### src/verilog/deser_defs.svh
// timing and layout constants for the seven to one lane deserializer
`ifndef DESER_DEFS_SVH
`define DESER_DEFS_SVH

`define LANE_BITS          7
`define LANE_COUNT         3
`define WORD_BITS          21
`define CLK_PERIOD_NS      40
`define LOCK_TIME_NS       1000000
`define LOCK_CYCLES        ((`LOCK_TIME_NS + `CLK_PERIOD_NS - 1) / `CLK_PERIOD_NS)
`define OFF_TIME_NS        400
`define OFF_CYCLES         (`OFF_TIME_NS / `CLK_PERIOD_NS)
`define LINK_MIN_PERIOD_NS 14.7
`define LINK_MAX_PERIOD_NS 32.4
`define LOCK_EDGES         8

`endif

### src/verilog/deser_pkg.sv
// types shared by the deserializer files
`default_nettype none
package deser_pkg;
  typedef struct packed {
    logic [2:0] pos;
    logic [2:0] neg;
  } lane_pins_t;

  typedef enum logic [1:0] {
    ST_OFF,
    ST_ACQUIRE,
    ST_LOCKED
  } lock_state_t;
endpackage
`default_nettype wire

### src/verilog/lane_shifter.sv
// one serial lane: shifts bits in, first received ends lowest
`timescale 1ns/1ns
`default_nettype none
module lane_shifter #(
  parameter int WIDTH = 7
) (
  input  wire logic             clk_in,
  input  wire logic             clear_in,
  input  wire logic             bit_en_in,
  input  wire logic             bit_in,
  output logic      [WIDTH-1:0] word_out
);
  typedef struct packed {
    logic [WIDTH-1:0] shreg;
  } shifter_state_t;

  shifter_state_t state_q;
  shifter_state_t state_d;

  always_comb
  begin
    state_d = state_q;
    if (clear_in)
      state_d.shreg = '0;
    else if (bit_en_in)
      state_d.shreg = {bit_in, state_q.shreg[WIDTH-1:1]};
  end

  always_ff @(posedge clk_in)
  begin
    state_q <= state_d;
  end

  assign word_out = state_q.shreg;
endmodule // lane_shifter
`default_nettype wire

### src/verilog/lane_deserializer.sv
// three lane seven to one deserializer with word clock regeneration
//
// Overview of operation
// - three independent lane shifters each build a 7-bit word.
// - lanes are sampled at seven bit slots per link clock period.
// - once per link period the three words load one 21-bit output.
// - output data changes on the word clock rise, valid at its fall.
// - shutdown stops clocking and powers down the lane receivers.
// - shutdown low clears the word, word clock, lock state, lock, edge and slot counters and lane shifters to zero.
// - lock is acquired over the supported link clock frequency range.
// - the word is passed with no encoding added or removed.
// - lock is reached within about 1 ms of shutdown release.
// - the off state is entered within about 400 ns of shutdown.
`timescale 1ns/1ns
`default_nettype none
`include "deser_defs.svh"
module lane_deserializer #(
  parameter int LOCK_CYCLES = `LOCK_CYCLES,
  parameter int BIT_DIV     = `LANE_BITS
) (
  input  wire logic                         clk_in,
  input  wire logic                         rst_in,
  input  wire logic                         shutdown_clear_n,
  input  wire logic                         link_clock_pos,
  input  wire logic                         link_clock_neg,
  input  wire deser_pkg::lane_pins_t        lane_pins_in,
  output logic      [`WORD_BITS-1:0]        parallel_word_bits,
  output logic                              parallel_word_clock,
  output logic                              lane_rx_enable_out,
  output logic                              locked_out
);
  // ==========================================================
  // state
  typedef struct packed {
    logic [1:0]              shdn_sync;
    logic [1:0]              clk_sync;
    logic [`LANE_COUNT-1:0]  lane_sync0;
    logic [`LANE_COUNT-1:0]  lane_sync1;
    logic                    clk_prev;
    deser_pkg::lock_state_t  lock_st;
    logic [31:0]             lock_cnt;
    logic [3:0]              edge_cnt;
    logic [3:0]              off_cnt;
    logic [2:0]              slot;
    logic [`WORD_BITS-1:0]   word;
    logic                    word_clk;
    logic                    rx_en;
  } deser_state_t;

  deser_state_t state_q;
  deser_state_t state_d;

  logic                  off_now;
  logic                  link_rise;
  logic                  bit_en;
  logic                  clear;
  logic [`LANE_COUNT-1:0] lane_bit;
  logic [`LANE_BITS-1:0] lane_word [`LANE_COUNT];

  // shutdown is active low; rst_in acts as a forced shutdown
  assign off_now   = rst_in || !state_q.shdn_sync[1];
  assign clear     = off_now;
  // the differential pair is resolved before synchronising
  assign link_rise = state_q.clk_sync[1] && !state_q.clk_prev;
  // one bit slot per clk edge: the 25 MHz core cannot truly oversample
  // a 31-68 MHz link, so slots are paced by a divider enable;
  // the first bit of a period stands at the detected rise, so it shifts
  // there, and the eighth slot carries no bit and is skipped
  assign bit_en    = (state_q.lock_st == deser_pkg::ST_LOCKED)
                     && (link_rise
                         || (state_q.slot < 3'(BIT_DIV - 1)));
  assign lane_bit  = state_q.lane_sync1;

  // ==========================================================
  // lane shifters
  genvar g;
  generate
    for (g = 0; g < `LANE_COUNT; g++)
    begin : g_lane
      lane_shifter #(
        .WIDTH     (`LANE_BITS)
      ) u_lane (
        .clk_in    (clk_in),
        .clear_in  (clear),
        .bit_en_in (bit_en),
        .bit_in    (lane_bit[g]),
        .word_out  (lane_word[g])
      );
    end
  endgenerate

  // ==========================================================
  // next state
  always_comb
  begin
    state_d            = state_q;
    state_d.shdn_sync  = {state_q.shdn_sync[0], shutdown_clear_n};
    state_d.clk_sync   = {state_q.clk_sync[0],
                          link_clock_pos && !link_clock_neg};
    state_d.lane_sync0 = lane_pins_in.pos & ~lane_pins_in.neg;
    state_d.lane_sync1 = state_q.lane_sync0;
    state_d.clk_prev   = state_q.clk_sync[1];
    if (off_now)
    begin
      // lock state, lock, edge and slot counts, word and lane samples to zero, word clock parked low
      state_d.lock_st  = deser_pkg::ST_OFF;
      state_d.lock_cnt = '0;
      state_d.edge_cnt = '0;
      state_d.slot     = '0;
      state_d.word     = '0;
      state_d.word_clk = 1'b0;
      state_d.lane_sync0 = '0;
      state_d.lane_sync1 = '0;
      if (state_q.off_cnt < 4'(`OFF_CYCLES))
        state_d.off_cnt = state_q.off_cnt + 4'h1;
      else
        state_d.rx_en = 1'b0;
      if (rst_in)
      begin
        state_d.rx_en   = 1'b0;
        state_d.off_cnt = '0;
      end
    end
    else
    begin
      state_d.off_cnt = '0;
      state_d.rx_en   = 1'b1;
      case (state_q.lock_st)
        deser_pkg::ST_OFF:
          state_d.lock_st = deser_pkg::ST_ACQUIRE;
        deser_pkg::ST_ACQUIRE:
        begin
          // wait for steady link edges and the lock time
          if (state_q.lock_cnt < 32'(LOCK_CYCLES))
            state_d.lock_cnt = state_q.lock_cnt + 32'h1;
          if (link_rise && state_q.edge_cnt != 4'(`LOCK_EDGES))
            state_d.edge_cnt = state_q.edge_cnt + 4'h1;
          if (state_q.lock_cnt >= 32'(LOCK_CYCLES)
              && state_q.edge_cnt == 4'(`LOCK_EDGES))
            state_d.lock_st = deser_pkg::ST_LOCKED;
        end
        deser_pkg::ST_LOCKED:
        begin
          if (link_rise)
          begin
            state_d.slot = '0;
            // transparent load, lane n at bits 7n..7n+6
            state_d.word = {lane_word[2], lane_word[1],
                            lane_word[0]};
            state_d.word_clk = 1'b1;
          end
          else
          begin
            if (state_q.slot != 3'(BIT_DIV))
              state_d.slot = state_q.slot + 3'h1;
            if (state_q.slot >= 3'(BIT_DIV / 2))
              state_d.word_clk = 1'b0;
          end
        end
        default:
          state_d.lock_st = deser_pkg::ST_OFF;
      endcase
    end
  end

  always_ff @(posedge clk_in)
  begin
    state_q <= state_d;
  end

  assign parallel_word_bits  = state_q.word;
  assign parallel_word_clock = state_q.word_clk;
  assign lane_rx_enable_out  = state_q.rx_en;
  assign locked_out = (state_q.lock_st == deser_pkg::ST_LOCKED);
endmodule // lane_deserializer
`default_nettype wire

### config.mk
export PLATFORM = sky130hd
export DESIGN_NAME = lane_deserializer
export DESIGN_NICKNAME = d
export VERILOG_FILES = /design/src/verilog/deser_pkg.sv /design/src/verilog/lane_shifter.sv /design/src/verilog/lane_deserializer.sv
export VERILOG_INCLUDE_DIRS = /design/src /design/src/verilog
export SDC_FILE = /design/constraint.sdc
export NUM_CORES = 1
export LEC_CHECK = 0
export BUFFER_PORTS_ARGS = -buffer_cell sky130_fd_sc_hd__buf_4
export CAP_MARGIN = 20
export CORE_ASPECT_RATIO = 0.5
export CORE_MARGIN = 2
export CORE_UTILIZATION = 30
export CTS_CLUSTER_DIAMETER = 50
export DETAILED_ROUTE_END_ITERATION = 7
export HOLD_SLACK_MARGIN = 0.1
export PLACE_DENSITY_LB_ADDON = 0.2
export SLEW_MARGIN = 20
export SYNTH_ARGS = -nofsm -noshare
export SYNTH_HDL_FRONTEND = slang
export SYNTH_SLANG_ARGS = --single-unit
### constraint.sdc
create_clock -name clk_in -period 6.5 [get_ports clk_in]
set_input_delay 0.65 -clock clk_in [delete_from_list [all_inputs] [get_ports clk_in]]
set_output_delay 0.65 -clock clk_in [all_outputs]
set_load 0.005 [all_outputs]
==> results of run 1 <==
## flip-flops by register name, summed over array words and instances, names as in the netlist
signal	cells
state_q	50
g_lane.u_lane.word_out	21
parallel_word_bits	21
lane_bit	3
state_d	3
lane_rx_enable_out	1
parallel_word_clock	1
## stage by stage
stage          power (W)  setup WS [ps]  cell area (sq um)  hold slack, ps
5_1_grt          0.00120           4160               4380             343
4_1_cts          0.00117           4260               4380             330
3_5_place_dp    0.000657           4280               4100             316
3_3_place_gp    0.000657           4310               4100             310
2_1_floorplan   0.000646           4430               3820             310
6_report         0.00115           4270               4380             328
## routing by layer
metal  part of all wire  up-vias  track usage  wire length, um
li1                   -     1449            -                -
met1               0.51     1251        0.136             3520
met2               0.43       31        0.163             2960
met3              0.036       11       0.0363              247
met4              0.017        0       0.0407              118
met5                  0        -            0                0
## worst max path at each step
| stage | from | to |
|---|---|---|
| after floorplan | state_q[44] | state_q[40] |
| after global placement | state_q[43] | state_q[38] |
| after detailed placement | state_q[43] | state_q[38] |
| after CTS | state_q[43] | state_q[42] |
| after global routing | state_q[49] | state_q[43] |
| final | state_q[44] | state_q[42] |
## worst max-delay path, cell delays in order (launching register included)
cell and delay [ps]:
dfxtp_1 350, or4_4 540, o311ai_4 450, nand4_4 250
or4_1 510, nand2_1 80
## cell usage after synthesis (3+ instances only)
master | instances | share of area
nand4_1 | 6 | 0.0098
xnor2_1 | 3 | 0.0069
o21ai_0 | 9 | 0.012
buf_4 | 21 | 0.041
inv_1 | 9 | 0.0089
and2_1 | 20 | 0.033
a21oi_1 | 54 | 0.071
or3_1 | 6 | 0.0098
nand2b_1 | 3 | 0.0049
or4_1 | 4 | 0.0079
nor2_1 | 20 | 0.020
ha_1 | 8 | 0.026
clkbuf_1 | 16 | 0.016
nor3_1 | 5 | 0.0066
nor3b_1 | 3 | 0.0059
nand2_1 | 103 | 0.10
nor2b_1 | 3 | 0.0049
o211ai_1 | 3 | 0.0059
dfxtp_1 | 100 | 0.52
nand3_1 | 5 | 0.0066
xor2_1 | 5 | 0.011
mux2i_1 | 3 | 0.0079
nor4_1 | 5 | 0.0082
## cell type report
| class | instances | share of cell area |
|---|---|---|
| Clock buffer | 10 | 0.0523 |
| Sequential cell | 100 | 0.457 |
| Inverter | 9 | 0.00771 |
| Clock inverter | 6 | 0.0129 |
| Multi-Input combinational cell | 284 | 0.356 |
| Tap cell | 170 | 0.0486 |
| Timing Repair Buffer | 38 | 0.0651 |
## where the power goes
group / total, W / switching, W / leakage, nW / internal, W
clock: 0.000508 / 0.000240 / 0.137 / 0.000268
combinational: 0.0000231 / 0.0000140 / 0.584 / 0.00000904
sequential: 0.000619 / 0.00000247 / 0.808 / 0.000616
total: 0.00115 / 0.000256 / 1.53 / 0.000893
## kinds of logic (layout without fill, tap and decap cells)
group | count (synthesis) | after routing | share of synthesized area
multiplexers | 3 | 3 | 0.00787
adder cells (fa/ha/maj) | 8 | 8 | 0.0262
AND/OR/NAND/NOR | 190 | 190 | 0.244
buffers and inverters | 48 | 63 | 0.0679
flip-flops | 100 | 100 | 0.525
AO/OA/AOI/OAI | 75 | 75 | 0.111
XOR/XNOR | 8 | 8 | 0.0184
==> impl_metrics.yaml, run 1 <==
synth:
  yosys_warnings: 0
  avgSynthCellArea_sq_um: 8.83
  synth-edff-count: 0
  syn_area_sq_um: 3820
  synth-seq-cells: 100
  synth_ff_type: "dfxtp_1"
  syn_nets: 451
  syn_inst: 432
  yosysSeqAreaShare: 0.525
  synth_cell_types: 37
  synth-async-reset-ratio: 0
clock_tree:
  cts_buffers: 9
  clock_latency_ps: 340
  post_cts_buffers: 0
  numClockSinks: 100
  hold_buffers: 0
  clk_pin_slew_ps: 70
  clockBufferDepth: 2
  tritoncts: "built"
  cts_root_buffer: "clkbuf_16"
  ctsResizeCount: 0
  h-tree-depth: 3
floorplan:
  ioPinCount: 35
  die-area_sq_um: 13700
  coreArea_sq_um: 12600
  die_h_um: 83.8
  fp.dieW_um: 164
  start_util: 0.304
  row_count: 29
detailed_routing:
  drt_iter0_markers: 90
  drt-total-wl_mm: 6.85
  antenna_left: 0
  wire_per_inst_um: 11.1
  viasPerCell: 4.44
  vias: 2742
  first_pass_iters: 4
  drc: 0
min_path:
  whs_path_depth: 0
  hold_end: "state_q[78]"
  hold_start: "state_d[78]"
  hold_class: "flop to flop"
finish:
  n_antenna_cell: 0
  final_cell_mix: "nand2_1, dfxtp_1, a21oi_1"
  final_cells: 617
  multi_input_area_sq_um: 1560
  drive_gt1_frac: 0.136
  nFillCells: 1323
  layout.nets: 461
  register_area_sq_um: 2000
  final_common_cell: "nand2_1"
  fin_util: 0.349
  layout-area-overhead-vs-synth_pct: 14.8
sta:
  max_freq_ghz: 0.449
  rsz0062_at_grt: "no"
  setup_tns_ps: 0
  finalHoldViolCount: 0
  setup_viol: 0
  relSlewSlack: 0.396
  final.setup_skew_ps: 8.65
  finalCritPeriodShare: 0.343
  slew_violations: 0
  fin_crit_ps: 2230
  worstMarginPinSlew_ps: 906
global_route:
  grt_antenna_before_repair: 0
  grt_max_degree: 70
  grtUsageTotal: 0.106
  grt_pass1_wl_mm: 11.6
  grt_pass1_vias: 2564
  grt-ovfl-total: 0
run:
  max_cap_violations: 0
setup_path:
  critPathMaxFanout: 10
  end_kind: "flop"
  crit_arrival_ps: 2510
  crit_path_start_kind: "flop"
  r2r_cells: 5
  r2r_start: "state_q[44]"
  reg2reg_to: "state_q[42]"
  cp.required_ps: 6790
  worstSetupPathType: "flop to flop"
  rrSetupSlack_ps: 4270
place:
  dp.cells: 601
  dp_hpwl_mm: 4.32
  portBuffers: 34
  gp_congestion: 0.744
power_and_ir_drop:
  power_leakage_nw: 1.53
  p_per_area_nw_per_um2: 262
  irDropWorstVdd_uv: 123
outcome:
  status: "complete, no violations"
Power figures use the tool's default switching activity.
==> run 2, diff against run 1 <==
==> constraint.sdc (replaced) <==
create_clock -name clk_in -period 1.8 [get_ports clk_in]
set_input_delay 0.18 -clock clk_in [delete_from_list [all_inputs] [get_ports clk_in]]
set_output_delay 0.18 -clock clk_in [all_outputs]
set_load 0.005 [all_outputs]
==> run 2 against run 1 <==
- the run now ends with negative setup slack left
- via count rose by 2.7%
- die area unchanged
- cell area up 7.0%
- clock skew increased by 1.2 ps
- core utilization grew 2.4 points
- combinational power rose to 4.5 times the previous value
- non-clock buffer count increased by 31
- cell count rose by 5.0%
- worst setup slack got worse by 4500 ps
- sequential share of layout area decreased by 2.9 points
- maximum frequency is 10% higher
- critical path type unchanged
- largest cell class unchanged
==> impl_metrics.yaml, run 2 (same netlist as run 1, synthesis figures left out) <==
outcome:
  status: "finished, violations left"
  failed_checks: "negative setup slack"
clock_tree:
  clock_latency_ps: 340
  cts_root_buffer: "clkbuf_16"
  tritoncts: "built"
  numClockSinks: 100
  clockBufferDepth: 2
  h-tree-depth: 3
  clk_pin_slew_ps: 70
  cts_buffers: 9
finish:
  drive_gt1_frac: 0.188
  largest_register_ffs: 50
  final_common_cell: "nand2_1"
  n_antenna_cell: 0
  multi_input_area_sq_um: 1600
  fin_util: 0.373
  nFillCells: 1310
  layout-area-overhead-vs-synth_pct: 22.8
  layout.nets: 492
  regMostFlops: "state_q"
  register_area_sq_um: 2000
  final_cell_mix: "nand2_1, dfxtp_1, buf_4"
min_path:
  whs_path_depth: 2
  hold_class: "primary input to flop"
  hold_end: "state_q[74]"
  hold_start: "lane_pins_in[5]"
floorplan:
  die-area_sq_um: 13700
  start_util: 0.304
  coreArea_sq_um: 12600
  die_h_um: 83.8
  fp.dieW_um: 164
  row_count: 29
  ioPinCount: 35
sta:
  relSlewSlack: 0.604
  final.setup_skew_ps: 9.84
  hold_slack_ps: 125
  max_freq_ghz: 0.494
  setup_slack_ps: -224
  slew_violations: 0
  finalCritPeriodShare: 1.12
  finalHoldViolCount: 0
  worstMarginPinSlew_ps: 594
  setup_viol: 15
  fin_crit_ps: 2020
  rsz0062_at_grt: "yes"
detailed_routing:
  first_pass_iters: 4
  antenna_left: 0
  vias: 2816
  drt-total-wl_mm: 7.07
  wl_met1_mm: 3.45
  viasPerCell: 4.35
  highest_layer: "met4"
  met2WireLength_mm: 3.24
  wire_per_inst_um: 10.9
  drc: 0
  drt_iter0_markers: 122
  wl_met3_um: 287
place:
  dp_hpwl_mm: 4.68
  portBuffers: 34
  gp_congestion: 0.732
setup_path:
  crit_path_cell_trace: "or4_4 -> o311ai_4 -> nand4_4 -> buf_4 -> or3_1 -> a21oi_1"
  worstSetupPathType: "flop to flop"
  slowest_delay_ps: 540
  crit_slowest_cell: "or4_4"
  cp.required_ps: 2070
  end_kind: "flop"
  r2r_cells: 6
  crit_arrival_ps: 2290
  r2r_start: "state_q[43]"
  crit_path_start_kind: "flop"
  reg2reg_to: "state_q[47]"
  critPathMaxFanout: 9
  rrSetupSlack_ps: -220
global_route:
  grt_antenna_before_repair: 0
  grt_pass1_wl_mm: 12.7
  grtUsageTotal: 0.116
  grt-ovfl-total: 0
  grt_max_degree: 57
  grt_pass1_vias: 2751
power_and_ir_drop:
  irDropWorstVdd_uv: 449
  design_power_total_w: 0.00417
  p_per_area_nw_per_um2: 890
  power_leakage_nw: 1.69
run:
  max_cap_violations: 0
-- run 2: changes by cell type in the layout (fill, tap and decap cells not counted), sizes merged --
cell	before	now
clkinvlp	1	2
clkinv	2	1
inv	12	11
dlygate4sd3	0	8
buf	38	61
clkbuf	10	11
-- run 2: routing by layer --
metal / vias to the layer above / GRT usage
met2: 37 / 0.181
met4: 0 / 0.0399
met5: - / 0
met3: 8 / 0.0397
li1: 1504 / -
met1: 1267 / 0.148
-- run 2: where the power goes --
part	switching, W	leakage, nW	internal, W
sequential	0.00000940	0.809	0.00223
clock	0.000841	0.134	0.000993
combinational	0.0000549	0.750	0.0000489
-- run 2: what timing repair did --
action	in CTS	in global routing
hold buffers	8	0
setup buffers	0	2
endpoints found under the setup margin	16	18
pin swaps	3	4
gates resized for setup	6	6
hold endpoints to repair	10	0
-- run 2: critical path: cells and delay by family (launching register included) --
family	cells	cell delay [ps]
simple gates	3	1030
compound gates	2	440
flops	1	320
buf+inv	1	180
-- run 2: layout make-up --
class                           count  area share
Clock buffer                       11      0.0518
Inverter                            9     0.00721
Sequential cell                   100       0.428
Tap cell                          170      0.0454
Clock inverter                      5     0.00934
Multi-Input combinational cell    284       0.341
Timing Repair Buffer               69       0.117
-- run 2: metrics by stage --
stage / cell area, sq um / worst slack (ps) / std cells / setup TNS [ps]
6_report: 4690 / -224 / 648 / -2060
5_1_grt: 4690 / -327 / 648 / -3850
4_1_cts: 4660 / -206 / 647 / -1960
3_5_place_dp: 4260 / -203 / 623 / -2010
3_3_place_gp: 4260 / -170 / 623 / -1550
2_1_floorplan: 3820 / -200 / 432 / -1200
-- run 2: how the worst max path moves through the flow --
stage	start	endpoint	slack, ps
global placement	state_q[43]	state_q[40]	-170
CTS	state_q[43]	state_q[44]	-210
finish	state_q[43]	state_q[47]	-220
floorplan	state_q[43]	state_q[43]	-200
detailed placement	state_q[43]	state_q[44]	-200
global route	state_q[43]	state_q[42]	-330
==> run 3, diff against run 2 <==
--- a/config.mk
+++ b/config.mk
@@ -15,6 +15,8 @@
 export DETAILED_ROUTE_END_ITERATION = 7
 export HOLD_SLACK_MARGIN = 0.1
 export PLACE_DENSITY_LB_ADDON = 0.2
+export SETUP_SLACK_MARGIN = 0.1
+export SKIP_LAST_GASP = 1
 export SLEW_MARGIN = 20
 export SYNTH_ARGS = -nofsm -noshare
 export SYNTH_HDL_FRONTEND = slang
==> run 3 against run 2 <==
- the flow still finishes with violations (negative setup slack)
- critical path depth stayed put
- worst setup slack improved by 41 ps
- sequential cell count stayed put
- register-to-register slack improved by 40 ps
- non-clock buffer count decreased by 1
- total power grew 1.1%
- count of clock-buffer cells in the layout is 2 lower
- clock power grew 3%
- die area stayed put
- largest power group unchanged
==> impl_metrics.yaml, run 3 (same netlist as run 1, synthesis figures left out) <==
outcome:
  status: "finished, violations left"
  failed_checks: "negative setup slack"
global_route:
  grtUsageTotal: 0.115
  grt_pass1_vias: 2690
  grt_max_degree: 40
  grt_pass1_wl_mm: 12.6
  grt_antenna_before_repair: 0
  grt-ovfl-total: 0
floorplan:
  ioPinCount: 35
  row_count: 29
  die_h_um: 83.8
  coreArea_sq_um: 12600
  fp.dieW_um: 164
  die-area_sq_um: 13700
  start_util: 0.304
detailed_routing:
  drt-total-wl_mm: 7.30
  drt_iter0_markers: 138
  wire_per_inst_um: 11.3
  viasPerCell: 4.38
  drc: 0
  antenna_left: 0
  first_pass_iters: 4
  vias: 2841
finish:
  n_antenna_cell: 0
  final_common_cell: "nand2_1"
  final_cell_area_sq_um: 4690
  layout-area-overhead-vs-synth_pct: 22.9
  regMostFlops: "state_q"
  layout.nets: 492
  drive_gt1_frac: 0.188
  largest_register_ffs: 50
  final_cells: 648
  final_cell_mix: "nand2_1, dfxtp_1, buf_4"
min_path:
  hold_class: "primary input to flop"
sta:
  rsz0062_at_grt: "yes"
  final.setup_skew_ps: 8.24
  worstMarginPinSlew_ps: 328
  setup_slack_ps: -182
  fin_crit_ps: 1980
  finalCritPeriodShare: 1.10
  max_freq_ghz: 0.504
  relSlewSlack: 0.780
  setup_viol: 15
  slew_violations: 0
  finalHoldViolCount: 0
place:
  portBuffers: 34
  gp_congestion: 0.743
  dp_hpwl_mm: 4.61
  placed_cell_area_sq_um: 4260
  dp.cells: 621
clock_tree:
  numClockSinks: 100
  cts_root_buffer: "clkbuf_16"
  tritoncts: "built"
  clock_latency_ps: 350
  cts_buffers: 9
  clockBufferDepth: 2
  clk_pin_slew_ps: 70
  h-tree-depth: 3
power_and_ir_drop:
  clkPwrFrac: 0.446
  p_int_w: 0.00325
  seqPwrFrac: 0.529
  irDropWorstVdd_uv: 441
  power_leakage_nw: 1.70
  p_sw_w: 0.000968
  p_per_area_nw_per_um2: 900
  p_sw_frac: 0.229
  combPwrFrac: 0.025
setup_path:
  critPathMaxFanout: 5
  end_kind: "flop"
  cp.required_ps: 2090
  crit_path_start_kind: "flop"
  worstSetupPathType: "flop to flop"
  crit_arrival_ps: 2270
run:
  max_cap_violations: 0
## run 3: stage by stage
stage | setup WS [ps] | hold WS [ps] | power (W) | TNS [ps] | util
after floorplan | -200 | 208 | 0.00233 | -1240 | -
after global placement | -155 | 285 | 0.00238 | -1190 | 0.339
after detailed placement | -183 | 287 | 0.00238 | -1680 | 0.339
after CTS | -173 | 102 | 0.00430 | -1630 | 0.371
after global routing | -269 | 101 | 0.00440 | -3040 | 0.374
final | -182 | 112 | 0.00422 | -1550 | 0.374
## run 3: layer usage
metal | global-route usage | up-vias | wire length [um]
met4 | 0.0383 | 0 | 108
met3 | 0.0358 | 9 | 241
met5 | 0 | - | 0
li1 | - | 1506 | -
met2 | 0.180 | 26 | 3180
met1 | 0.152 | 1300 | 3770
## run 3: cell type report
class	count	area, sq um
Multi-Input combinational cell	285	1600
Fill cell	1294	7860
Sequential cell	100	2000
Tap cell	170	213
Clock buffer	9	225
Timing Repair Buffer	68	554
Inverter	9	33.8
Clock inverter	7	65.1
## run 3: timing repair
item	4_1_cts	5_1_grt
hold buffers	8	0
endpoints found under the setup margin	17	17
pin swaps	2	3
hold endpoints to repair	10	0
setup buffers	1	1
cloned	1	0
gates resized for setup	3	4
## run 3: critical path, stage by stage, from the launching register on
cell and delay, ps:
dfxtp_1 320, or4_4 540, o311ai_4 300, buf_6 170, nand4_4 100, or4_1 430
nand2_1 80
## run 3: path summary, 6_finish.rpt
| kind | startpoint | endpoint | slack, ps | cells after the start |
|---|---|---|---|---|
| hold / removal | lane_pins_in[3] | state_q[72] | 110 | 2 |
| setup reg to reg | state_q[43] | state_q[40] | -180 | 6 |
| hold reg to reg | state_d[76] | state_d[68] | 330 | 0 |
| setup / recovery | state_q[43] | state_q[40] | -180 | 6 |
## run 3: power by group through the flow
stage / Combinational, W / Clock (W) / Sequential (W)
4_1_cts: 0.000106 / 0.00196 / 0.00223
6_report: 0.000105 / 0.00188 / 0.00223
5_1_grt: 0.000116 / 0.00205 / 0.00224
3_5_place_dp: 0.0000922 / 0 / 0.00229
2_1_floorplan: 0.0000496 / 0 / 0.00228
3_3_place_gp: 0.0000920 / 0 / 0.00229
